<file path="src/common/epmap_defines.svh">
// Address map and buffer layout constants for the endpoint memory decoder
`ifndef EPMAP_DEFINES_SVH
`define EPMAP_DEFINES_SVH

`define MAIN_RAM_TOP 16'h3fff
`define SCRATCH_BASE 16'he000
`define SCRATCH_TOP 16'he1ff
`define RSV0_BASE 16'he200
`define RSV0_TOP 16'he3ff
`define WAVE_BASE 16'he400
`define WAVE_TOP 16'he47f
`define RSV1_BASE 16'he480
`define RSV1_TOP 16'he4ff
`define CREG_BASE 16'he500
`define CREG_TOP 16'he6ff
`define SETUP_BASE 16'he6b8
`define SETUP_TOP 16'he6bf
`define RSV2_BASE 16'he700
`define RSV2_TOP 16'he73f
`define EP0_BASE 16'he740
`define EP0_TOP 16'he77f
`define ENDPOINT_ONE_OUT_BUFFER_BASE 16'he780
`define ENDPOINT_ONE_OUT_BUFFER_TOP 16'he7bf
`define ENDPOINT_ONE_IN_BUFFER_BASE 16'he7c0
`define ENDPOINT_ONE_IN_BUFFER_TOP 16'he7ff
`define RSV3_BASE 16'he800
`define RSV3_TOP 16'hefff
`define BIG_BASE 16'hf000
`define BIG_TOP 16'hffff
`define FS_PKT_MAX 10'h040
`define HS_PKT_MAX 10'h200
`define EP1_PKT_MAX 10'h040
`define LAST_LAYOUT 4'hb
`define LAST_ALT 2'h3
`define UNDEF_READ 8'hff

`endif

</file>
<file path="src/common/epmap_pkg.sv">
// Types shared by the endpoint memory decoder
package epmap_pkg;
  typedef enum logic [3:0] {
    reg_none, reg_main_ram, reg_scratch, reg_wave, reg_creg, reg_setup,
    reg_ep0, reg_ep1_out, reg_ep1_in, reg_big, reg_reserved
  } region_t;
  typedef enum logic [1:0] {xfer_off, xfer_bulk, xfer_int, xfer_iso} xfer_t;
endpackage

</file>
<file path="src/hw/endpoint_buffer_memory_map.sv">
// Address decoder and endpoint buffer allocation for the USB controller
//
// Behaviour
// RULE_01: 16 kB of program/data RAM sits at address zero with no control registers in it.
// RULE_02: Download, upload, setup pointer and boot load reach only main RAM and scratch RAM.
// RULE_03: Control registers decode in the 512-byte window E500 to E6FF.
// RULE_04: Waveform descriptors occupy the 128 bytes E400 to E47F.
// RULE_05: The eight 512-byte buffers of endpoints 2, 4, 6, 8 fill F000 to FFFF.
// RULE_06: The eight setup bytes live at E6B8 to E6BF, apart from the endpoint zero buffer.
// RULE_07: There are three 64-byte buffers for endpoints 0 and 1 and eight 512-byte buffers.
// RULE_08: Endpoint zero is one bidirectional 64-byte buffer and the only control endpoint.
// RULE_09: Endpoint 1 has separate 64-byte in and out buffers, bulk or interrupt only.
// RULE_10: Big buffers allow bulk, interrupt, iso; ep4/ep8 up to double, ep2/ep6 up to quad.
// RULE_11: Big buffer allocation is one of twelve fixed layouts; endpoints 0 and 1 never change.
// RULE_12: At full speed only the first 64 bytes of each buffer are used, 512 at high speed.
// RULE_13: Buffer space unused at full speed is never handed to another function.
// RULE_14: Full-speed alternate settings follow the default table with 64-byte endpoints.
// RULE_15: High-speed settings follow the same pattern with 512-byte endpoints 2 to 8.
// RULE_16: The host never moves packets over 64 bytes on endpoint 1.
// RULE_17: Reserved ranges have no side effects and read as a harmless fixed value.
`timescale 1ns/1ps
`include "epmap_defines.svh"

module endpoint_buffer_memory_map (
  input wire logic i_clk_sys,
  input wire logic i_rst_n,
  input wire logic [15:0] i_addr,
  input wire logic i_wr,
  input wire logic i_loader,
  input wire logic i_high_speed,
  input wire logic [3:0] i_layout,
  input wire logic [1:0] i_alt,
  output logic [3:0] o_region,
  output logic o_hit,
  output logic o_wr_ok,
  output logic o_loader_ok,
  output logic [2:0] o_big_block,
  output logic [8:0] o_offset,
  output logic o_fs_unused,
  output logic [7:0] o_undef_data,
  output logic [3:0] o_layout,
  output logic [2:0] o_depth_ep2,
  output logic [2:0] o_depth_ep4,
  output logic [2:0] o_depth_ep6,
  output logic [2:0] o_depth_ep8,
  output logic [9:0] o_pkt_ep0,
  output logic [9:0] o_pkt_ep1,
  output logic [9:0] o_pkt_big,
  output logic [1:0] o_type_ep1,
  output logic [1:0] o_type_ep2,
  output logic [1:0] o_type_ep4,
  output logic [1:0] o_type_ep6,
  output logic [1:0] o_type_ep8
);

  // ------------------------------------------------------------
  // Helpers
  // ------------------------------------------------------------
  function automatic logic in_range(input logic [15:0] a, input logic [15:0] lo,
                                    input logic [15:0] hi);
    in_range = (a >= lo) && (a <= hi);
  endfunction

  // Depths of ep2, ep4, ep6, ep8 packed 3 bits each, one fixed layout
  // Depth 0 marks an endpoint absent from that layout
  // Depth 2 is double, 3 triple, 4 quad buffering
  // Only ep2 and ep6 ever go beyond double buffering
  // Ep4 and ep8 stay at double or absent in every row
  // Each row spends at most eight 512-byte blocks in total
  // Row 11 doubles as the default so a stray index stays legal
  function automatic logic [11:0] layout_depths(input logic [3:0] idx);
    unique case (idx)
      4'h0: layout_depths = {3'h2, 3'h2, 3'h2, 3'h2};
      4'h1: layout_depths = {3'h2, 3'h0, 3'h2, 3'h2};
      4'h2: layout_depths = {3'h2, 3'h2, 3'h2, 3'h0};
      4'h3: layout_depths = {3'h2, 3'h0, 3'h2, 3'h0};
      4'h4: layout_depths = {3'h3, 3'h0, 3'h2, 3'h2};
      4'h5: layout_depths = {3'h3, 3'h0, 3'h3, 3'h0};
      4'h6: layout_depths = {3'h2, 3'h0, 3'h3, 3'h2};
      4'h7: layout_depths = {3'h2, 3'h0, 3'h4, 3'h0};
      4'h8: layout_depths = {3'h4, 3'h0, 3'h2, 3'h0};
      4'h9: layout_depths = {3'h4, 3'h0, 3'h4, 3'h0};
      4'ha: layout_depths = {3'h3, 3'h0, 3'h2, 3'h0};
      default: layout_depths = {3'h2, 3'h0, 3'h3, 3'h0};
    endcase
  endfunction

  // ------------------------------------------------------------
  // Address decode
  // ------------------------------------------------------------
  // Priority order matters: the setup window sits inside the
  // register window and must win over it
  // Main RAM holds no control registers, only program and data
  // Reserved holes decode to their own code so nothing acts on them
  // Unmapped space gives region none, no hit and no write
  // All decode results are registered, one cycle behind the address
  // Loader accesses outside the two RAMs are refused, not redirected
  // Full-speed dead space in the big buffers refuses writes as well
  logic [3:0] next_region;
  logic next_hit;
  logic next_wr_ok;
  logic next_loader_ok;
  logic [2:0] next_big_block;
  logic [8:0] next_offset;
  logic next_fs_unused;

  always_comb begin
    epmap_pkg::region_t r;
    r = epmap_pkg::reg_none;
    if (i_addr <= `MAIN_RAM_TOP) begin
      r = epmap_pkg::reg_main_ram;                                   // [RULE_01]
    end else if (in_range(i_addr, `SCRATCH_BASE, `SCRATCH_TOP)) begin
      r = epmap_pkg::reg_scratch;
    end else if (in_range(i_addr, `WAVE_BASE, `WAVE_TOP)) begin
      r = epmap_pkg::reg_wave;                                       // [RULE_04]
    end else if (in_range(i_addr, `SETUP_BASE, `SETUP_TOP)) begin
      r = epmap_pkg::reg_setup;                                      // [RULE_06]
    end else if (in_range(i_addr, `CREG_BASE, `CREG_TOP)) begin
      r = epmap_pkg::reg_creg;                                       // [RULE_03]
    end else if (in_range(i_addr, `EP0_BASE, `EP0_TOP)) begin
      r = epmap_pkg::reg_ep0;                                        // [RULE_07] [RULE_08]
    end else if (in_range(i_addr, `ENDPOINT_ONE_OUT_BUFFER_BASE, `ENDPOINT_ONE_OUT_BUFFER_TOP)) begin
      r = epmap_pkg::reg_ep1_out;                                    // [RULE_09]
    end else if (in_range(i_addr, `ENDPOINT_ONE_IN_BUFFER_BASE, `ENDPOINT_ONE_IN_BUFFER_TOP)) begin
      r = epmap_pkg::reg_ep1_in;                                     // [RULE_09]
    end else if (i_addr >= `BIG_BASE) begin
      r = epmap_pkg::reg_big;                                        // [RULE_05] [RULE_07]
    end else if (in_range(i_addr, `RSV0_BASE, `RSV0_TOP)
              || in_range(i_addr, `RSV1_BASE, `RSV1_TOP)
              || in_range(i_addr, `RSV2_BASE, `RSV2_TOP)
              || in_range(i_addr, `RSV3_BASE, `RSV3_TOP)) begin
      r = epmap_pkg::reg_reserved;                                   // [RULE_17]
    end
    next_region = r;
    next_hit = (r != epmap_pkg::reg_none) && (r != epmap_pkg::reg_reserved);
    // Loader paths reach only the two RAMs
    next_loader_ok = i_loader && ((r == epmap_pkg::reg_main_ram)
                     || (r == epmap_pkg::reg_scratch));              // [RULE_02]
    next_big_block = (r == epmap_pkg::reg_big) ? i_addr[11:9] : 3'h0;
    next_offset = (r == epmap_pkg::reg_big) ? i_addr[8:0] : {3'h0, i_addr[5:0]};
    // Beyond the first 64 bytes at full speed: dead space, no other use
    next_fs_unused = (r == epmap_pkg::reg_big) && !i_high_speed
                     && (i_addr[8:0] >= 9'(`FS_PKT_MAX));            // [RULE_12] [RULE_13]
    next_wr_ok = i_wr && next_hit && !next_fs_unused
                 && (!i_loader || next_loader_ok);                    // [RULE_17]
  end

  always_ff @(posedge i_clk_sys) begin
    if (!i_rst_n) begin
      o_region <= 4'h0;
      o_hit <= 1'b0;
      o_wr_ok <= 1'b0;
      o_loader_ok <= 1'b0;
      o_big_block <= 3'h0;
      o_offset <= 9'h000;
      o_fs_unused <= 1'b0;
      o_undef_data <= `UNDEF_READ;
    end else begin
      o_region <= next_region;
      o_hit <= next_hit;
      o_wr_ok <= next_wr_ok;
      o_loader_ok <= next_loader_ok;
      o_big_block <= next_big_block;
      o_offset <= next_offset;
      o_fs_unused <= next_fs_unused;
      o_undef_data <= `UNDEF_READ;                                    // [RULE_17]
    end
  end

  // ------------------------------------------------------------
  // Buffer allocation and alternate settings
  // ------------------------------------------------------------
  // Layout is held in a register so a rejected index keeps the last one
  // Depths follow the held layout, two cycles behind the request
  // Endpoints 0 and 1 are never touched by the layout choice
  // Setting 0 reports every endpoint but ep0 as not implemented
  // Ep2 and ep6 step bulk, interrupt, iso across settings 1 to 3
  // Ep4 and ep8 are bulk in every setting that has them
  logic [3:0] layout;
  logic [3:0] next_layout;
  logic [11:0] next_depths;
  logic [9:0] next_pkt_ep1;
  logic [9:0] next_pkt_big;
  logic [1:0] next_type_ep1;
  logic [1:0] next_type_var;
  logic [1:0] next_type_fix;

  always_comb begin
    // Out-of-range layout selections are ignored
    next_layout = (i_layout <= `LAST_LAYOUT) ? i_layout : layout;    // [RULE_11]
    next_depths = layout_depths(layout);                              // [RULE_10] [RULE_11]
    next_pkt_big = i_high_speed ? `HS_PKT_MAX : `FS_PKT_MAX;         // [RULE_12]
    next_pkt_ep1 = `EP1_PKT_MAX;
    next_type_ep1 = epmap_pkg::xfer_off;
    next_type_var = epmap_pkg::xfer_off;
    next_type_fix = epmap_pkg::xfer_off;
    unique case (i_alt)
      2'h0: begin
        next_pkt_big = 10'h000;                                        // [RULE_14]
        next_pkt_ep1 = 10'h000;
      end
      2'h1: begin
        next_type_ep1 = epmap_pkg::xfer_bulk;
        next_type_var = epmap_pkg::xfer_bulk;
        next_type_fix = epmap_pkg::xfer_bulk;
        // Reported as 512 at high speed for compliance; host keeps to 64
        if (i_high_speed) begin
          next_pkt_ep1 = `HS_PKT_MAX;                                 // [RULE_15] [RULE_16]
        end
      end
      2'h2: begin
        next_type_ep1 = epmap_pkg::xfer_int;                          // [RULE_14]
        next_type_var = epmap_pkg::xfer_int;
        next_type_fix = epmap_pkg::xfer_bulk;
      end
      2'h3: begin
        next_type_ep1 = epmap_pkg::xfer_int;
        next_type_var = epmap_pkg::xfer_iso;                          // [RULE_10]
        next_type_fix = epmap_pkg::xfer_bulk;
      end
    endcase
  end

  always_ff @(posedge i_clk_sys) begin
    if (!i_rst_n) begin
      layout <= 4'h0;
      o_layout <= 4'h0;
      o_depth_ep2 <= 3'h0;
      o_depth_ep4 <= 3'h0;
      o_depth_ep6 <= 3'h0;
      o_depth_ep8 <= 3'h0;
      o_pkt_ep0 <= 10'h000;
      o_pkt_ep1 <= 10'h000;
      o_pkt_big <= 10'h000;
      o_type_ep1 <= 2'h0;
      o_type_ep2 <= 2'h0;
      o_type_ep4 <= 2'h0;
      o_type_ep6 <= 2'h0;
      o_type_ep8 <= 2'h0;
    end else begin
      layout <= next_layout;
      o_layout <= layout;
      o_depth_ep2 <= next_depths[11:9];
      o_depth_ep4 <= next_depths[8:6];
      o_depth_ep6 <= next_depths[5:3];
      o_depth_ep8 <= next_depths[2:0];
      o_pkt_ep0 <= `FS_PKT_MAX;                                        // [RULE_08]
      o_pkt_ep1 <= next_pkt_ep1;
      o_pkt_big <= next_pkt_big;
      o_type_ep1 <= next_type_ep1;                                    // [RULE_09]
      o_type_ep2 <= next_type_var;
      o_type_ep4 <= next_type_fix;
      o_type_ep6 <= next_type_var;
      o_type_ep8 <= next_type_fix;
    end
  end

endmodule

</file>
<file path="config.mk">
export PLATFORM = sky130hd
export DESIGN_NAME = endpoint_buffer_memory_map
export DESIGN_NICKNAME = d
export VERILOG_FILES = /design/src/common/epmap_pkg.sv /design/src/hw/endpoint_buffer_memory_map.sv
export VERILOG_INCLUDE_DIRS = /design/src /design/src/common
export SDC_FILE = /design/constraint.sdc
export NUM_CORES = 1
export LEC_CHECK = 0
export ABC_AREA = 1
export ABC_CLOCK_PERIOD_IN_PS = 1800
export BUFFER_PORTS_ARGS = -buffer_cell sky130_fd_sc_hd__buf_2
export CORE_MARGIN = 3
export CORE_UTILIZATION = 40
export CTS_BUF_LIST = sky130_fd_sc_hd__clkbuf_8
export DETAILED_ROUTE_END_ITERATION = 16
export PLACE_DENSITY = 0.71
export SLEW_MARGIN = 20
export SYNTH_ARGS = -nofsm -noshare
export SYNTH_HDL_FRONTEND = slang
export SYNTH_SLANG_ARGS = --single-unit
</file>
<file path="constraint.sdc">
create_clock -name i_clk_sys -period 1.8 [get_ports i_clk_sys]
set_input_delay 0.18 -clock i_clk_sys [delete_from_list [all_inputs] [get_ports i_clk_sys]]
set_output_delay 0.18 -clock i_clk_sys [all_outputs]
set_load 0.02 [all_outputs]
</file>
[After elaboration in Yosys (flattened, before gate mapping)]
Memory sizes are Yosys's and may differ from the RTL's. A register that Yosys moved wholly into a read port is not among the register bits.
Index checks and enable logic that the tools add are counted.
W data, S select, Z words.
Word-level totals
  flip-flop bits (word level): 70
  latch bits: 0
  RAM bits: 0
  bits in read-only memories: 128
  input port bits: 27
  output and inout port bits: 84
  logic and storage cells: 102
  memories: 1
Operators by class
  $add $sub $neg: 0
  multiply operators: 0
  div/mod/pow operators: 0
  magnitude comparators: 26
  equality and inequality tests: 7
  shift operators: 0
  mux-type cells: 16
  bitwise logic cells: 1
  reductions and logical operators: 33
Memories
  (name not given): depth 16, width 8, rd ports 1, clocked after Yosys merged registers in 1, wr ports 0, line endpoint_buffer_memory_map.sv:72  | unique case (idx)
Operators by type and width (number)
  $ge A16 B16 Y1 const B: 12
  $le A16 B16 Y1 const B: 11
  $mux W4: 10
  $pmux W10 S2: 1
  $logic_and A1 B1 Y1: 18
  $le A16 B14 Y1 const B: 1
  $mux W10: 1
  $ge A9 B7 Y1 const B: 1
  $mux W7: 1
  $pmux W2 S3: 1
  $logic_or A1 B1 Y1: 5
  $eq A2 B2 Y1 const B: 2
  $eq A4 B1 Y1 const B: 1
  $eq A4 B2 Y1 const B: 1
  $eq A4 B4 Y1 const B: 1
  $le A4 B4 Y1 const B: 1
  $logic_not A1 Y1: 4
  $ne A4 B4 Y1 const B: 1
  $pmux W2 S2: 1
  $reduce_bool A4 Y1: 1
  $reduce_or A2 Y1: 2
  $reduce_or A3 Y1: 1
  $eq A2 B1 Y1 const B: 1
  $logic_not A2 Y1: 1
  3 further kinds: 3

[Logic depth before layout (Yosys ltp)]
  depth in word-level cells: 21
  depth in mapped cells: 13
  gate-level depth less buffers: 13

[Worst setup path after synthesis]
Ideal clock, no wire load.
  path kind: input to register
  start: in i_addr[12]
  end: reg o_wr_ok
  setup time: 0.113 ns
  data arrival time: 1.075 ns
  required time: 1.687 ns
  slack: 0.612 ns
  stages on the path: 12
  path buffers: 0
  path through: inv_1 nand2_1 nor2_1 nand2_1 nand2_1 nor2_1 nand2_1 nand2_1 nor3_2 nand3_2 nand3_1 nor2_1
On the way
  cells in the longest elaborated chain, start to end: 21
  elaborated cells on any way between the ends: 63
  classes of those cells: order compare: 24; eq/ne: 4; mux: 10; reduce/logical: 25
Ends and longest elaborated chain
  start, declared: line endpoint_buffer_memory_map.sv:27  | input wire logic [15:0] i_addr,
  $ge A16 B16 Y1 / $le A16 B16 Y1 (equally long branches): line endpoint_buffer_memory_map.sv:61  | in_range = (a >= lo) && (a <= hi);
  $logic_and A1 B1 Y1: line endpoint_buffer_memory_map.sv:61
  $logic_or A1 B1 Y1 (3 in a row): line endpoint_buffer_memory_map.sv:128  | end else if (in_range(i_addr, `RSV0_BASE, `RSV0_TOP)
  $mux W4: line endpoint_buffer_memory_map.sv:128
  $mux W4: line endpoint_buffer_memory_map.sv:126  | end else if (i_addr >= `BIG_BASE) begin
  $mux W4: line endpoint_buffer_memory_map.sv:124  | end else if (in_range(i_addr, `ENDPOINT_ONE_IN_BUFFER_BASE, `ENDPOINT_ONE_IN_BUFFER_TOP)) begin
  $mux W4: line endpoint_buffer_memory_map.sv:122  | end else if (in_range(i_addr, `ENDPOINT_ONE_OUT_BUFFER_BASE, `ENDPOINT_ONE_OUT_BUFFER_TOP)) begin
  $mux W4: line endpoint_buffer_memory_map.sv:120  | end else if (in_range(i_addr, `EP0_BASE, `EP0_TOP)) begin
  (+2 left out)
  $mux W4: line endpoint_buffer_memory_map.sv:114  | end else if (in_range(i_addr, `WAVE_BASE, `WAVE_TOP)) begin
  $mux W4: line endpoint_buffer_memory_map.sv:112  | end else if (in_range(i_addr, `SCRATCH_BASE, `SCRATCH_TOP)) begin
  $mux W4 *: line endpoint_buffer_memory_map.sv:110  | if (i_addr <= `MAIN_RAM_TOP) begin
  $eq A4 B4 Y1: line endpoint_buffer_memory_map.sv:142  | next_fs_unused = (r == epmap_pkg::reg_big) && !i_high_speed
  $logic_and A1 B1 Y1 (2 in a row): line endpoint_buffer_memory_map.sv:142
  $logic_not A1 Y1: line endpoint_buffer_memory_map.sv:144  | next_wr_ok = i_wr && next_hit && !next_fs_unused
  $logic_and A1 B1 Y1: line endpoint_buffer_memory_map.sv:144
  $logic_and A1 B1 Y1 *: line endpoint_buffer_memory_map.sv:145  | && (!i_loader || next_loader_ok);
  end signal, assigned: line endpoint_buffer_memory_map.sv:161  | o_wr_ok <= next_wr_ok;
  end, declared: line endpoint_buffer_memory_map.sv:35  | output logic o_wr_ok,
Mark *: on every way between the ends. The rest lies on a longest branch, timed or not.
A chain may end at the register's enable or synchronous reset.

==> flow_metrics.env <==
export IMPL_drive_above_1_share=0.2903
export IMPL_ir_drop_v=0.0003626
export IMPL_n_antenna_cell=0
export IMPL_dpl_instance_area_sq_um=2333
export IMPL_ff2ff_setup_slack_ns=0.58
export IMPL_postLayoutCellArea_sq_um=2430
export IMPL_status="complete, no violations"
export IMPL_postCtsSetupRepairBufs=0
export IMPL_clk_insertion_delay_late_ns=0.29
export IMPL_synthToLayoutAreaGrowth_pct=16.71
export IMPL_critPathBufInv=1
export IMPL_grt_overflow=0
export IMPL_cap_violations=0
export IMPL_initial_core_util=0.4267
export IMPL_cp_arrival_ns=1.41
export IMPL_drt_iter0_drc=55
export IMPL_min_period_ns=1.223
export IMPL_antenna_found_initial=0
export IMPL_synth_seq_cells=45
export IMPL_total_power_mw=2.055
export IMPL_hpwl_um=3236
export IMPL_final_common_cell="buf_2"
export IMPL_synth_area_sq_um=2082
export IMPL_root_buffer="clkbuf_8"
export IMPL_min_period_over_period=0.6792
export IMPL_cp_top_family="flip-flops"
export IMPL_coreArea_sq_um=4880
export IMPL_clkTransAtPathRegs_ns=0.08
export IMPL_utilization=0.4979
export IMPL_std_cell_rows=25
export IMPL_end_kind="flop"
export IMPL_ant_nets=0
export IMPL_crit_slowest_cell="dfxtp_1"
export IMPL_vias=1693
export IMPL_timing_rr_start="layout[0]"
export IMPL_cp_required_ns=1.99
export IMPL_avgSynthCellArea_sq_um=7.711
export IMPL_hp_class="in -> reg"
export IMPL_first_pass_iters=4
export IMPL_skew_ns=0.003393
export IMPL_fmax_mhz=818.0
export IMPL_leakage_nw=1.457
export IMPL_layout_common_cells="buf_2, dfxtp_1, nand2_1, inv_1, conb_1"
export IMPL_viasPerCell=4.150
export IMPL_ys_types=28
export IMPL_r2r_cells=4
export IMPL_powerDensity_nw_per_um2=845.7
export IMPL_tns_ns=0
export IMPL_slew_violations=0
export IMPL_nets=371
export IMPL_slowest_delay_ns=0.44
export IMPL_yosysWarnings=0
export IMPL_wl_um=4017
export IMPL_path_depth=4
export IMPL_r2r_end="o_depth_ep6[0]"
export IMPL_grt_max_degree=18
export IMPL_grt_usage=0.1298
export IMPL_place_congestion=0.8690
export IMPL_setup_worst_path_start_class="flop"
export IMPL_hold_buffers=0
export IMPL_critPathKind="reg -> reg"
export IMPL_cts_buffer_depth=2
export IMPL_avgRoutedWirePerCell_um=9.846
export IMPL_cts_made_buffers=5
export IMPL_rsz0062_at_grt="false"
export IMPL_grt_first_pass_wirelength_um=6403
export IMPL_path_cells="inv_1, ha_1, nor2_1, o221a_2"
export IMPL_clkSinkCount=45
export IMPL_cts_tree="built"
export IMPL_die_area_sq_um=6107
export IMPL_endpoint="o_depth_ep6[0]"
export IMPL_cp_max_fo=6
export IMPL_cts_htree_levels=2
export IMPL_boundaryPins=111
export IMPL_die_h_um=78.15
export IMPL_cts_resized=0
export IMPL_setup_viol=0
export IMPL_drc=0
export IMPL_final_hold_viol_count=0
export IMPL_port_buffers=71
export IMPL_die_w_um=78.15
export IMPL_syn_inst=270
export IMPL_first_global_vias=1484
export IMPL_seq_area_frac_synth=0.4327
export IMPL_startpoint="layout[0]"
## report_power, final
| group | total (mW) | internal [mW] | switching, mW |
|---|---|---|---|
| Sequential | 1.06 | 1.04 | 0.0189 |
| Combinational | 0.350 | 0.0955 | 0.254 |
| Clock | 0.644 | 0.311 | 0.333 |
## stage by stage
step	instances	hold WS (ns)	setup slack, ns
6_report	408	0.06072	0.5775
3_3_place_gp	400	0.3556	0.3875
2_1_floorplan	307	0.2077	0.6118
4_1_cts	408	0.04916	0.5624
3_5_place_dp	400	0.3611	0.3294
5_1_grt	408	0.05815	0.4259
## final cells by class
| class | count | area, sq um |
|---|---|---|
| Tap cell | 67 | 83.83 |
| Sequential cell | 45 | 900.9 |
| Clock inverter | 2 | 13.76 |
| Multi-Input combinational cell | 175 | 832.0 |
| Timing Repair Buffer | 72 | 362.8 |
| Clock buffer | 6 | 82.58 |
| Fill cell | 510 | 2450 |
| Inverter | 41 | 153.9 |
## synth_stat cells, drive strengths merged
| library cell | number | area, sq um |
|---|---|---|
| a211oi | 1 | 7.510 |
| o22ai | 1 | 6.260 |
| o21ai | 6 | 30.03 |
| nand3 | 13 | 75.07 |
| nor3 | 5 | 30.03 |
| a21oi | 6 | 30.03 |
| nand2 | 48 | 190.2 |
| o221a | 1 | 11.26 |
| or2 | 2 | 12.52 |
| nor2 | 42 | 190.2 |
| nand4 | 5 | 37.53 |
| inv | 41 | 153.9 |
| conb | 2 | 7.510 |
| o31ai | 1 | 7.510 |
| dfxtp | 45 | 900.9 |
| nand3b | 1 | 7.510 |
| buf | 44 | 326.6 |
| clkbuf | 2 | 7.510 |
| ha | 4 | 50.05 |
## worst min-delay path by stage
stage          depth (start not counted)      start      endpoint  slack [ns]
2_1_floorplan                          0    i_rst_n  o_pkt_ep0[6]        0.21
3_3_place_gp                           3  i_addr[1]   o_offset[1]        0.36
3_5_place_dp                           3  i_addr[1]   o_offset[1]        0.36
4_1_cts                                3  i_addr[1]   o_offset[1]        0.05
5_1_grt                                3  i_addr[1]   o_offset[1]        0.06
6_report                               3  i_addr[0]   o_offset[0]        0.06
## worst register-to-register path, stage by stage (launching register included)
cell     delay, ns
dfxtp_1       0.44
inv_1         0.12
ha_1          0.30
nor2_1        0.04
o221a_2       0.22
## flip-flops by register name, summed over array words and instances (netlist names), 3 cells and up
signal / count
o_big_block: 3
o_layout: 4
o_offset: 9
o_depth_ep6: 3
o_depth_ep2: 3
o_region: 4
layout: 4
## layer usage
| metal | up-vias | part of all wire | global-route usage |
|---|---|---|---|
| li1 | 882 | - | - |
| met1 | 732 | 0.42 | 0.1563 |
| met2 | 75 | 0.48 | 0.2286 |
| met3 | 4 | 0.091 | 0.03555 |
| met4 | 0 | 0.0052 | 0.03147 |
| met5 | - | 0 | 0 |
## logic make-up after synthesis
| family | count (synthesis) | share of synthesized area |
|---|---|---|
| simple gates | 116 | 0.2608 |
| buf+inv | 87 | 0.2344 |
| flops | 45 | 0.4327 |
| compound gates | 16 | 0.04448 |
| fa+ha+maj | 4 | 0.02404 |
| other cells | 2 | 0.003607 |
(Power assumes the default switching activity.)
